===== src/hdl/mcap_pkg.sv =====
// Package for the module control and alarm pin block.
// Assumes a single 200 MHz control clock; all figures are derived here.
package mcap_pkg;

    // Clock rate
    localparam longint unsigned CLK_HZ = 200_000_000;

    // Timing figures as printed, in their own units
    localparam longint unsigned T_OFF_MAX_US = 100;
    localparam longint unsigned T_ON_MAX_S = 25;
    localparam longint unsigned T_INIT_MIN_S = 19;
    localparam longint unsigned T_INIT_MAX_S = 150;
    localparam longint unsigned T_LOSS_MIN_NS = 500;
    localparam longint unsigned T_LOSS_MAX_US = 400;

    // Cycle counts: least times round up, longest times round down
    localparam longint unsigned TX_OFF_MAX_CYC = (T_OFF_MAX_US * CLK_HZ) / 1_000_000;
    localparam longint unsigned TX_ON_MAX_CYC = T_ON_MAX_S * CLK_HZ;
    localparam longint unsigned INIT_MIN_CYC = T_INIT_MIN_S * CLK_HZ;
    localparam longint unsigned INIT_MAX_CYC = T_INIT_MAX_S * CLK_HZ;
    localparam longint unsigned LOSS_MIN_CYC = (T_LOSS_MIN_NS * CLK_HZ + 999_999_999) / 1_000_000_000;
    localparam longint unsigned LOSS_MAX_CYC = (T_LOSS_MAX_US * CLK_HZ) / 1_000_000;

    // Wide enough for the longest count
    localparam int TIMER_W = 36;

    // Monitor clock: one period per 48 symbols, toggled every 24
    localparam int MON_DIV = 48;
    localparam logic [4:0] MON_HALF_M1 = 5'h17;

    // Register byte offsets
    localparam logic [11:0] CTRL_OFS = 12'h000;
    localparam logic [11:0] STATE_OFS = 12'h004;
    localparam logic [11:0] STATUS_OFS = 12'h008;

    // Control register fields
    localparam int CTRL_SOFT_RST_BIT = 15;
    localparam int CTRL_SOFT_LP_BIT = 14;
    localparam int CTRL_SOFT_TXD_BIT = 13;
    localparam int CTRL_MONCLK_EN_BIT = 12;
    localparam int CTRL_PIN_TXD_BIT = 5;
    localparam int CTRL_PIN_LP_BIT = 4;
    localparam logic [2:0] CTRL_RESET = 3'h0;

    // Status register fields
    localparam int STAT_LOS_BIT = 0;
    localparam int STAT_PRESENT_BIT = 1;
    localparam int STAT_RST_PIN_BIT = 2;
    localparam int STAT_ADDR_LSB = 8;

    // Module states, one bit each
    typedef enum logic [8:0] {
        ST_INIT = 9'h001,
        ST_LOW_POWER = 9'h002,
        ST_HP_UP = 9'h004,
        ST_TX_OFF = 9'h008,
        ST_TX_TURN_ON = 9'h010,
        ST_READY = 9'h020,
        ST_FAULT = 9'h040,
        ST_TX_TURN_OFF = 9'h080,
        ST_HP_DOWN = 9'h100
    } mcap_state_type;

endpackage


===== src/hdl/mcap_los_if.sv =====
// Carries the raw low-light level to the loss qualifier and its result back.
// Assumes both ends share the control clock.
`timescale 1ns/10ps
interface mcap_los_if;
    logic power_low;
    logic signal_lost;
    modport filter (input power_low, output signal_lost);
    modport user (output power_low, input signal_lost);
endinterface


===== src/hdl/mcap_top.sv =====
// Control unit for the module control and alarm pins, with an APB register port.
// Assumes status inputs are synchronous to clk; the MDIO engine and laser drivers sit outside.
//
// Function
// - Transmit-off request high turns the optical transmit output off.
// - Transmit-off request low turns the optical transmit output on.
// - Transmitter is off within 100 us of the request rising.
// - Transmitter is back on within 25 s of the request falling.
// - Low-power request high holds the module in low-power mode.
// - Low-power request low runs initialization into high-power operation.
// - Management access keeps working while in low-power mode.
// - Module reset input low holds the module in reset.
// - Module reset input high starts power-up initialization.
// - Initialization after reset lasts at least 19 s, at most 150 s.
// - Signal-lost output is high while received power is too low.
// - Signal-lost asserts between 0.5 us and 400 us after power loss.
// - Signal-lost deasserts between 0.5 us and 400 us after recovery.
// - Presence output is pulled low inside an inserted module.
// - Host drives port address pins; bit 0 is the address LSB.
// - Management port uses clause 45 MDIO framing and addressing.
// - Monitor clock runs at one forty-eighth of the symbol rate.
// - Transmit-off request disables all lanes together.
// - Module state is reported one-hot, exactly one bit set.
//
// The address map and the APB register port were chosen for this implementation.
`timescale 1ns/10ps
module mcap_top
    import mcap_pkg::*;
#(
    parameter int LANES = 4,
    parameter int PORT_ADDR_W = 5,
    parameter logic [TIMER_W-1:0] INIT_MIN_CYCLES = TIMER_W'(INIT_MIN_CYC),
    parameter logic [TIMER_W-1:0] INIT_MAX_CYCLES = TIMER_W'(INIT_MAX_CYC),
    parameter logic [TIMER_W-1:0] TX_ON_MAX_CYCLES = TIMER_W'(TX_ON_MAX_CYC),
    parameter logic [TIMER_W-1:0] TX_OFF_MAX_CYCLES = TIMER_W'(TX_OFF_MAX_CYC)
)
(
    // Clock and reset
    input wire logic clk,
    input wire logic reset_n,
    // APB slave
    input wire logic psel,
    input wire logic penable,
    input wire logic pwrite,
    input wire logic [11:0] paddr,
    input wire logic [31:0] pwdata,
    output logic [31:0] prdata,
    output logic pready,
    output logic pslverr,
    // Host control pins
    input wire logic transmit_off_request,
    input wire logic low_power_request,
    input wire logic module_reset_low,
    input wire logic [PORT_ADDR_W-1:0] port_address_pins,
    // Internal status from the optics and DSP
    input wire logic init_done,
    input wire logic power_up_done,
    input wire logic laser_locked,
    input wire logic rx_power_low,
    input wire logic symbol_tick,
    // Alarm, presence and monitor clock pins
    output logic receive_signal_lost,
    output logic presence_absent_out,
    output logic transmit_monitor_clock,
    // Internal controls
    output logic [LANES-1:0] transmit_enable,
    output logic low_power_mode,
    output logic [PORT_ADDR_W-1:0] mdio_port_address,
    output logic [8:0] module_state
);

    if (LANES < 1 || PORT_ADDR_W != 5 || INIT_MIN_CYCLES == '0 || INIT_MIN_CYCLES > INIT_MAX_CYCLES
        || TX_ON_MAX_CYCLES == '0 || TX_OFF_MAX_CYCLES < TIMER_W'(3))
    begin : g_bad_params
        $error("mcap_top: parameters out of range");
    end

    function automatic logic is_addr(input logic [11:0] addr, input logic [11:0] ofs);
        is_addr = (addr[11:2] == ofs[11:2]);
    endfunction

    // Reset release through two flops
    logic rst_meta;
    logic rst_n;
    always_ff @(posedge clk or negedge reset_n)
    begin
        if (!reset_n)
        begin
            rst_meta <= 1'b0;
            rst_n <= 1'b0;
        end
        else
        begin
            rst_meta <= 1'b1;
            rst_n <= rst_meta;
        end
    end

    // Pin synchronisers; first stage feeds only the second
    logic [2:0] pin_meta;
    logic [2:0] pin_sync;
    logic [PORT_ADDR_W-1:0] addr_meta;
    logic [PORT_ADDR_W-1:0] addr_sync;
    always_ff @(posedge clk or negedge rst_n)
    begin
        if (!rst_n)
        begin
            pin_meta <= 3'h0;
            pin_sync <= 3'h0;
            addr_meta <= '0;
            addr_sync <= '0;
        end
        else
        begin
            pin_meta <= {module_reset_low, low_power_request, transmit_off_request};
            pin_sync <= pin_meta;
            addr_meta <= port_address_pins;
            addr_sync <= addr_meta;
        end
    end

    logic txd_pin;
    logic lp_pin;
    logic rst_pin_low;
    assign txd_pin = pin_sync[0];
    assign lp_pin = pin_sync[1];
    assign rst_pin_low = !pin_sync[2];

    // Software control bits
    logic soft_lp;
    logic soft_txd;
    logic monclk_en;
    logic soft_rst;
    logic apb_write;
    logic apb_setup;
    assign apb_write = psel && penable && pwrite;
    assign apb_setup = psel && !penable;

    always_ff @(posedge clk or negedge rst_n)
    begin
        if (!rst_n)
        begin
            {soft_lp, soft_txd, monclk_en} <= CTRL_RESET;
            soft_rst <= 1'b0;
        end
        else
        begin
            // Soft reset lasts one cycle; writing zero does nothing
            soft_rst <= apb_write && is_addr(paddr, CTRL_OFS) && pwdata[CTRL_SOFT_RST_BIT];
            if (apb_write && is_addr(paddr, CTRL_OFS))
            begin
                soft_lp <= pwdata[CTRL_SOFT_LP_BIT];
                soft_txd <= pwdata[CTRL_SOFT_TXD_BIT];
                monclk_en <= pwdata[CTRL_MONCLK_EN_BIT];
            end
        end
    end

    logic hold_reset;
    logic tx_off;
    logic lp_req;
    assign hold_reset = rst_pin_low || soft_rst;
    assign tx_off = txd_pin || soft_txd;
    assign lp_req = lp_pin || soft_lp;

    // Module state machine
    mcap_state_type state;
    mcap_state_type next_state;
    logic [TIMER_W-1:0] timer;

    always_comb
    begin
        next_state = state;
        if (hold_reset)
        begin
            next_state = ST_INIT;
        end
        else
        begin
            case (state)
                ST_INIT:
                begin
                    if (timer >= INIT_MAX_CYCLES)
                        next_state = ST_FAULT;
                    else if (init_done && timer >= INIT_MIN_CYCLES - 1'b1)
                        next_state = ST_LOW_POWER;
                end
                ST_LOW_POWER:
                begin
                    if (!lp_req)
                        next_state = ST_HP_UP;
                end
                ST_HP_UP:
                begin
                    if (lp_req)
                        next_state = ST_HP_DOWN;
                    else if (power_up_done)
                        next_state = ST_TX_OFF;
                end
                ST_TX_OFF:
                begin
                    if (lp_req)
                        next_state = ST_HP_DOWN;
                    else if (!tx_off)
                        next_state = ST_TX_TURN_ON;
                end
                ST_TX_TURN_ON:
                begin
                    if (tx_off || lp_req)
                        next_state = ST_TX_TURN_OFF;
                    else if (laser_locked)
                        next_state = ST_READY;
                    else if (timer >= TX_ON_MAX_CYCLES - 1'b1)
                        next_state = ST_FAULT;
                end
                ST_READY:
                begin
                    if (tx_off || lp_req)
                        next_state = ST_TX_TURN_OFF;
                end
                ST_TX_TURN_OFF:
                begin
                    next_state = lp_req ? ST_HP_DOWN : ST_TX_OFF;
                end
                ST_HP_DOWN:
                begin
                    next_state = ST_LOW_POWER;
                end
                ST_FAULT:
                begin
                    next_state = ST_FAULT;
                end
                default:
                begin
                    next_state = ST_FAULT;
                end
            endcase
        end
    end

    always_ff @(posedge clk or negedge rst_n)
    begin
        if (!rst_n)
            state <= ST_INIT;
        else
            state <= next_state;
    end

    // Time spent in the current state; held at zero under module reset
    always_ff @(posedge clk or negedge rst_n)
    begin
        if (!rst_n)
            timer <= '0;
        else if (hold_reset || next_state != state)
            timer <= '0;
        else if (timer != '1)
            timer <= timer + 1'b1;
    end

    // Laser enables for every lane move together
    always_ff @(posedge clk or negedge rst_n)
    begin
        if (!rst_n)
        begin
            transmit_enable <= '0;
            low_power_mode <= 1'b1;
        end
        else
        begin
            transmit_enable <= {LANES{(next_state == ST_TX_TURN_ON || next_state == ST_READY)
                && !tx_off && !hold_reset}};
            low_power_mode <= next_state == ST_INIT || next_state == ST_LOW_POWER
                || next_state == ST_FAULT;
        end
    end

    assign module_state = state;

    // Loss of signal qualifier
    mcap_los_if los_bus ();
    assign los_bus.power_low = rx_power_low;

    mcap_los_filter #(
        .MIN_CYCLES(int'(LOSS_MIN_CYC))
    ) u_los (
        .clk(clk),
        .rst_n(rst_n),
        .los(los_bus.filter)
    );

    // Alarm, presence and address pins
    always_ff @(posedge clk or negedge rst_n)
    begin
        if (!rst_n)
        begin
            receive_signal_lost <= 1'b0;
            mdio_port_address <= '0;
        end
        else
        begin
            receive_signal_lost <= los_bus.signal_lost;
            mdio_port_address <= addr_sync;
        end
    end

    // Inserted module ties the line low; the host pull-up shows absence
    assign presence_absent_out = 1'b0;

    // Monitor clock divider on the symbol strobe
    logic [4:0] mon_cnt;
    always_ff @(posedge clk or negedge rst_n)
    begin
        if (!rst_n)
        begin
            mon_cnt <= 5'h00;
            transmit_monitor_clock <= 1'b0;
        end
        else if (!monclk_en)
        begin
            mon_cnt <= 5'h00;
            transmit_monitor_clock <= 1'b0;
        end
        else if (symbol_tick)
        begin
            if (mon_cnt == MON_HALF_M1)
            begin
                mon_cnt <= 5'h00;
                transmit_monitor_clock <= !transmit_monitor_clock;
            end
            else
            begin
                mon_cnt <= mon_cnt + 1'b1;
            end
        end
    end

    // APB: zero wait states; read data and error caught in the setup cycle
    logic addr_ok;
    assign addr_ok = is_addr(paddr, CTRL_OFS) || is_addr(paddr, STATE_OFS) || is_addr(paddr, STATUS_OFS);
    assign pready = 1'b1;

    always_ff @(posedge clk or negedge rst_n)
    begin
        if (!rst_n)
        begin
            prdata <= 32'h0000_0000;
            pslverr <= 1'b0;
        end
        else if (apb_setup)
        begin
            // Registers stay reachable in every state, low power included
            pslverr <= !addr_ok;
            prdata <= 32'h0000_0000;
            if (!pwrite && is_addr(paddr, CTRL_OFS))
            begin
                prdata[CTRL_SOFT_LP_BIT] <= soft_lp;
                prdata[CTRL_SOFT_TXD_BIT] <= soft_txd;
                prdata[CTRL_MONCLK_EN_BIT] <= monclk_en;
                prdata[CTRL_PIN_TXD_BIT] <= txd_pin;
                prdata[CTRL_PIN_LP_BIT] <= lp_pin;
            end
            else if (!pwrite && is_addr(paddr, STATE_OFS))
            begin
                prdata[8:0] <= state;
            end
            else if (!pwrite && is_addr(paddr, STATUS_OFS))
            begin
                prdata[STAT_LOS_BIT] <= los_bus.signal_lost;
                prdata[STAT_PRESENT_BIT] <= 1'b1;
                prdata[STAT_RST_PIN_BIT] <= rst_pin_low;
                prdata[STAT_ADDR_LSB +: PORT_ADDR_W] <= addr_sync;
            end
        end
        else if (psel && penable)
        begin
            pslverr <= 1'b0;
        end
    end
endmodule


===== src/hdl/mcap_los_filter.sv =====
// Qualifies the received low-power indication into the signal-lost alarm.
// Assumes the raw level is already synchronous to clk.
`timescale 1ns/10ps
module mcap_los_filter
    import mcap_pkg::*;
#(
    parameter int MIN_CYCLES = int'(LOSS_MIN_CYC)
)
(
    // Clock and reset
    input wire logic clk,
    input wire logic rst_n,
    // Alarm path
    mcap_los_if.filter los
);

    localparam int CNT_W = $clog2(MIN_CYCLES + 1);

    if (MIN_CYCLES < 1 || longint'(MIN_CYCLES) > LOSS_MAX_CYC)
    begin : g_bad_min
        $error("mcap_los_filter: MIN_CYCLES out of range");
    end

    logic [CNT_W-1:0] cnt;
    logic lost;

    // A change must persist for the full minimum before the alarm follows it
    always_ff @(posedge clk or negedge rst_n)
    begin
        if (!rst_n)
        begin
            cnt <= '0;
            lost <= 1'b0;
        end
        else if (los.power_low == lost)
        begin
            cnt <= '0;
        end
        else if (cnt == CNT_W'(MIN_CYCLES - 1))
        begin
            cnt <= '0;
            lost <= los.power_low;
        end
        else
        begin
            cnt <= cnt + 1'b1;
        end
    end

    assign los.signal_lost = lost;
endmodule


===== config.mk =====
export PLATFORM = sky130hd
export DESIGN_NAME = mcap_top
export DESIGN_NICKNAME = d
export VERILOG_FILES = /design/src/hdl/mcap_pkg.sv /design/src/hdl/mcap_los_if.sv /design/src/hdl/mcap_top.sv /design/src/hdl/mcap_los_filter.sv
export SDC_FILE = /design/constraint.sdc
export NUM_CORES = 1
export LEC_CHECK = 0
export BUFFER_PORTS_ARGS = -buffer_cell sky130_fd_sc_hd__buf_2
export CORE_MARGIN = 2
export CORE_UTILIZATION = 50
export DETAILED_ROUTE_END_ITERATION = 7
export PLACE_DENSITY = 0.7
export SLEW_MARGIN = 25
export SYNTH_ARGS = -nofsm -noshare
export SYNTH_HDL_FRONTEND = slang
export SYNTH_HIERARCHICAL = 1
export SYNTH_SLANG_ARGS = --single-unit

===== constraint.sdc =====
create_clock -name clk -period 3.5 [get_ports clk]
set_clock_uncertainty 0.05 [all_clocks]
set_input_delay 0.525 -clock clk [delete_from_list [all_inputs] [get_ports clk]]
set_output_delay 0.525 -clock clk [all_outputs]
set_load 0.01 [all_outputs]

==> results.md <==
- Core Util, Final: about 58%
- Antenna cells: 0
- Critical path capture point type: flop
- CP Cell Sequence: ha_1, and3_1, and3_1, o21ai_0, o211ai_1, o21ai_0, nand4_4, buf_4, nor4b_1
- Die area: 12200 um2
- IO Pins: 118
- Cell area after technology mapping: around 5700 um2
- Most common cell after layout, fill and taps aside: dfrtp_1
- Tightest Hold Check Type: flop to async pin
- Vias: between 4000 and 5000
- Worst path max stage delay: between 0.4 and 0.5 ns
- CTS tree: yes
- Crit path buf inv count: 1
- Post-route cell area: about 6300 um2
- Global-route wire length before repair: 20000 um
- Dpl cell area: 5960 um2
- Synth Warn #: 6
- CTS clk-pin slew, worst paths: around 0.070 ns
- Worst-skew pair later-pin latency: between 0.3 and 0.4 ns
- Antenna Nets Post-Route: 0
- Layout cells sized above 1: between 20% and 30%
- Post-route minimum period: a little under 3 ns
- Area of the multi-input gates: 2710 um2
- F_max: around 340 MHz
- Reg2Reg Depth: 9
- Register area: between 2000 and 3000 um2
- GRT Overall Usage: 21.1%
- CTS buffer count: 9
- Port bufs: ~70
- Global placement routability congestion: about 0.9
- Area Growth Syn to Fin: 12.0%
- Crit-path slowest cell: dfrtp_1
- Syn Area/Cell: around 10 um2
- First drt pass iteration count: 6
- Pwr Total: ~2.5 mW
- RSZ-0062 raised after global routing: no
- Cell count after synthesis: 562
- Status: finished, final reports clean
- Startpoint types: flop
- Largest net degree at the start of global routing: 78
- CTS root buffer: clkbuf_16
- Cell variety after synth: 70
- Crit path max-delay family: simple AND/OR/NAND/NOR gates
- Post-CTS setup buffers: 0
- Placed cells: 744
- Core Region: approximately 11000 um2
- Critical path arrival: between 3 and 4 ns
- Number of synthesized flops with an enable pin: 0
- Remaining global-route overflow: 0
- Cell Rows: 38
- Critical path fanouts, max: 36
- Kind of critical path: flop to flop
- Max-slew violation count: 0
- DP Wirelength: 8360 um
- RR Startpoint: timer[0]
- Tightest Pin Transition: around 0.93 ns
- Sinks on Clock Net: approximately 110
- Maxcap violations: 0
- Final setup viols: 0
- Synth Register Bits: roughly 110
- Clk buf depth: 2
- Fillers: approximately 990
- Vias in the first global route: 4261
- LEAKAGE: roughly 2.7 nW
- Routed wire length: approximately 12000 um
- Post-CTS Resized: 0
- Die H: 110 um
- Reg-to-reg setup timing slack: 0.57 ns
- Non-filler cells, final: approximately 760
- Peak supply drop: between 0.3 and 0.4 mV
- Critical path required time: roughly 3.7 ns
- Most frequent cells in the layout: 102 x dfrtp_1, 68 x buf_2, 50 x nand2_1
- Synth async-reset ratio: 100%
- Cts-stage hold buffer count: 1
- Die width: roughly 110 um
- Number of DRC markers in iteration 0: approximately 270
- Reg-to-Reg End: timer[2]
- H-tree levels: 3
- Final #Nets: about 680
- Tcrit/Tclk final: around 84%
- Post-route DRC: 0
- Hold violation count in the final report: 0
- Register area share after synthesis: 46.5%
- Vias/cell: ~5.7
- Critical Path Stages: 9
- Initial core utilization: between 50% and 60%
- Setup TNS: 0 ns
- Rel. slew slack: around two fifths
- Initial antenna violation count: 0
- WL/cell: 16.0 um
- Post-synth top flop: dfrtp_1
- PwrDens: ~400 nW/um2
per-layer routing:
| layer | GRT usage, % | wire length (um) | vias up |
|---|---|---|---|
| li1 | - | - | 2097 |
| met2 | 35.7 | 6050 | 122 |
| met5 | 0 | 0 | - |
| met4 | 7.59 | 229 | 0 |
| met3 | 4.88 | 681 | 17 |
| met1 | 26.4 | 5270 | 2148 |
worst register-to-register path: cells and delay by family (launching register included):
family / cells / cell delay [ns]
AOI/OAI and AO/OA: 3 / 0.84
DFF: 1 / 0.44
buffers and inverters: 1 / 0.30
adders and majority gates: 1 / 0.25
and+or+nand+nor: 4 / 0.95
power breakdown:
part | switching, mW | internal, mW
registers | 0.0268 | 1.24
logic | 0.118 | 0.0615
clock network | 0.463 | 0.638
total | 0.608 | 1.94
worst max-delay path by stage:
stage	end	start	slack (ns)
finish	timer[2]	timer[0]	0.57
global route	timer[4]	module_state[2]	0.36
detailed placement	timer[19]	timer[25]	0.53
CTS	timer[19]	timer[25]	0.51
global placement	timer[29]	timer[25]	0.57
floorplan	addr_meta[0]	rst_n	0.31
synth_stat cells, types with 7 or more instances:
library cell | number | area share, %
a21oi_1 | 15 | 1.3
a22oi_1 | 7 | 0.93
and2_1 | 10 | 1.1
and3_1 | 9 | 0.99
buf_4 | 24 | 3.2
buf_6 | 8 | 1.6
clkbuf_1 | 16 | 1.1
dfrtp_1 | 103 | 46
inv_1 | 15 | 0.99
nand2_1 | 50 | 3.3
nand3_1 | 24 | 2.1
nand4_1 | 23 | 2.5
nor2_1 | 37 | 2.5
nor3_1 | 14 | 1.2
nor4_1 | 25 | 2.8
nor4_2 | 22 | 4.9
o21ai_0 | 29 | 2.6
xnor2_1 | 13 | 2.0
xor2_1 | 29 | 4.5
state kept, by name (all words and copies together), names as in the netlist, 3 cells and up:
name / cells
timer: 36
mdio_port_address: 5
pin_sync: 3
mon_cnt: 5
prdata: 15
module_state: 9
pin_meta: 3
addr_meta: 5
addr_sync: 5
u_los/cnt: 7
per-stage QoR:
stage	worst slack, ns	hold WS, ns
final	0.570	0.198
after floorplan	0.312	0.179
after CTS	0.514	0.207
after global routing	0.356	0.202
after global placement	0.571	0.262
after detailed placement	0.530	0.263
cells by family (layout without fill, tap and decap cells):
| group | after synthesis | after routing | share of synthesized area [%] |
|---|---|---|---|
| flops | 105 | 105 | 46.5 |
| xor+xnor | 42 | 42 | 6.50 |
| compound gates | 79 | 79 | 9.35 |
| fa+ha+maj | 5 | 5 | 1.06 |
| other cells | 2 | 20 | 0.133 |
| mux | 9 | 9 | 1.72 |
| simple gates | 255 | 255 | 27.7 |
| buf+inv | 65 | 108 | 7.01 |
layout make-up:
type,count,area share [%]
multi-input cells,410,42.7
well taps,140,2.76
flip-flops and latches,105,41.5
clock buffers,10,3.61
repair buffers,77,6.99
clock inverters,6,1.54
inverters,15,0.888
No activity file was read; power rests on OpenSTA's default activity.
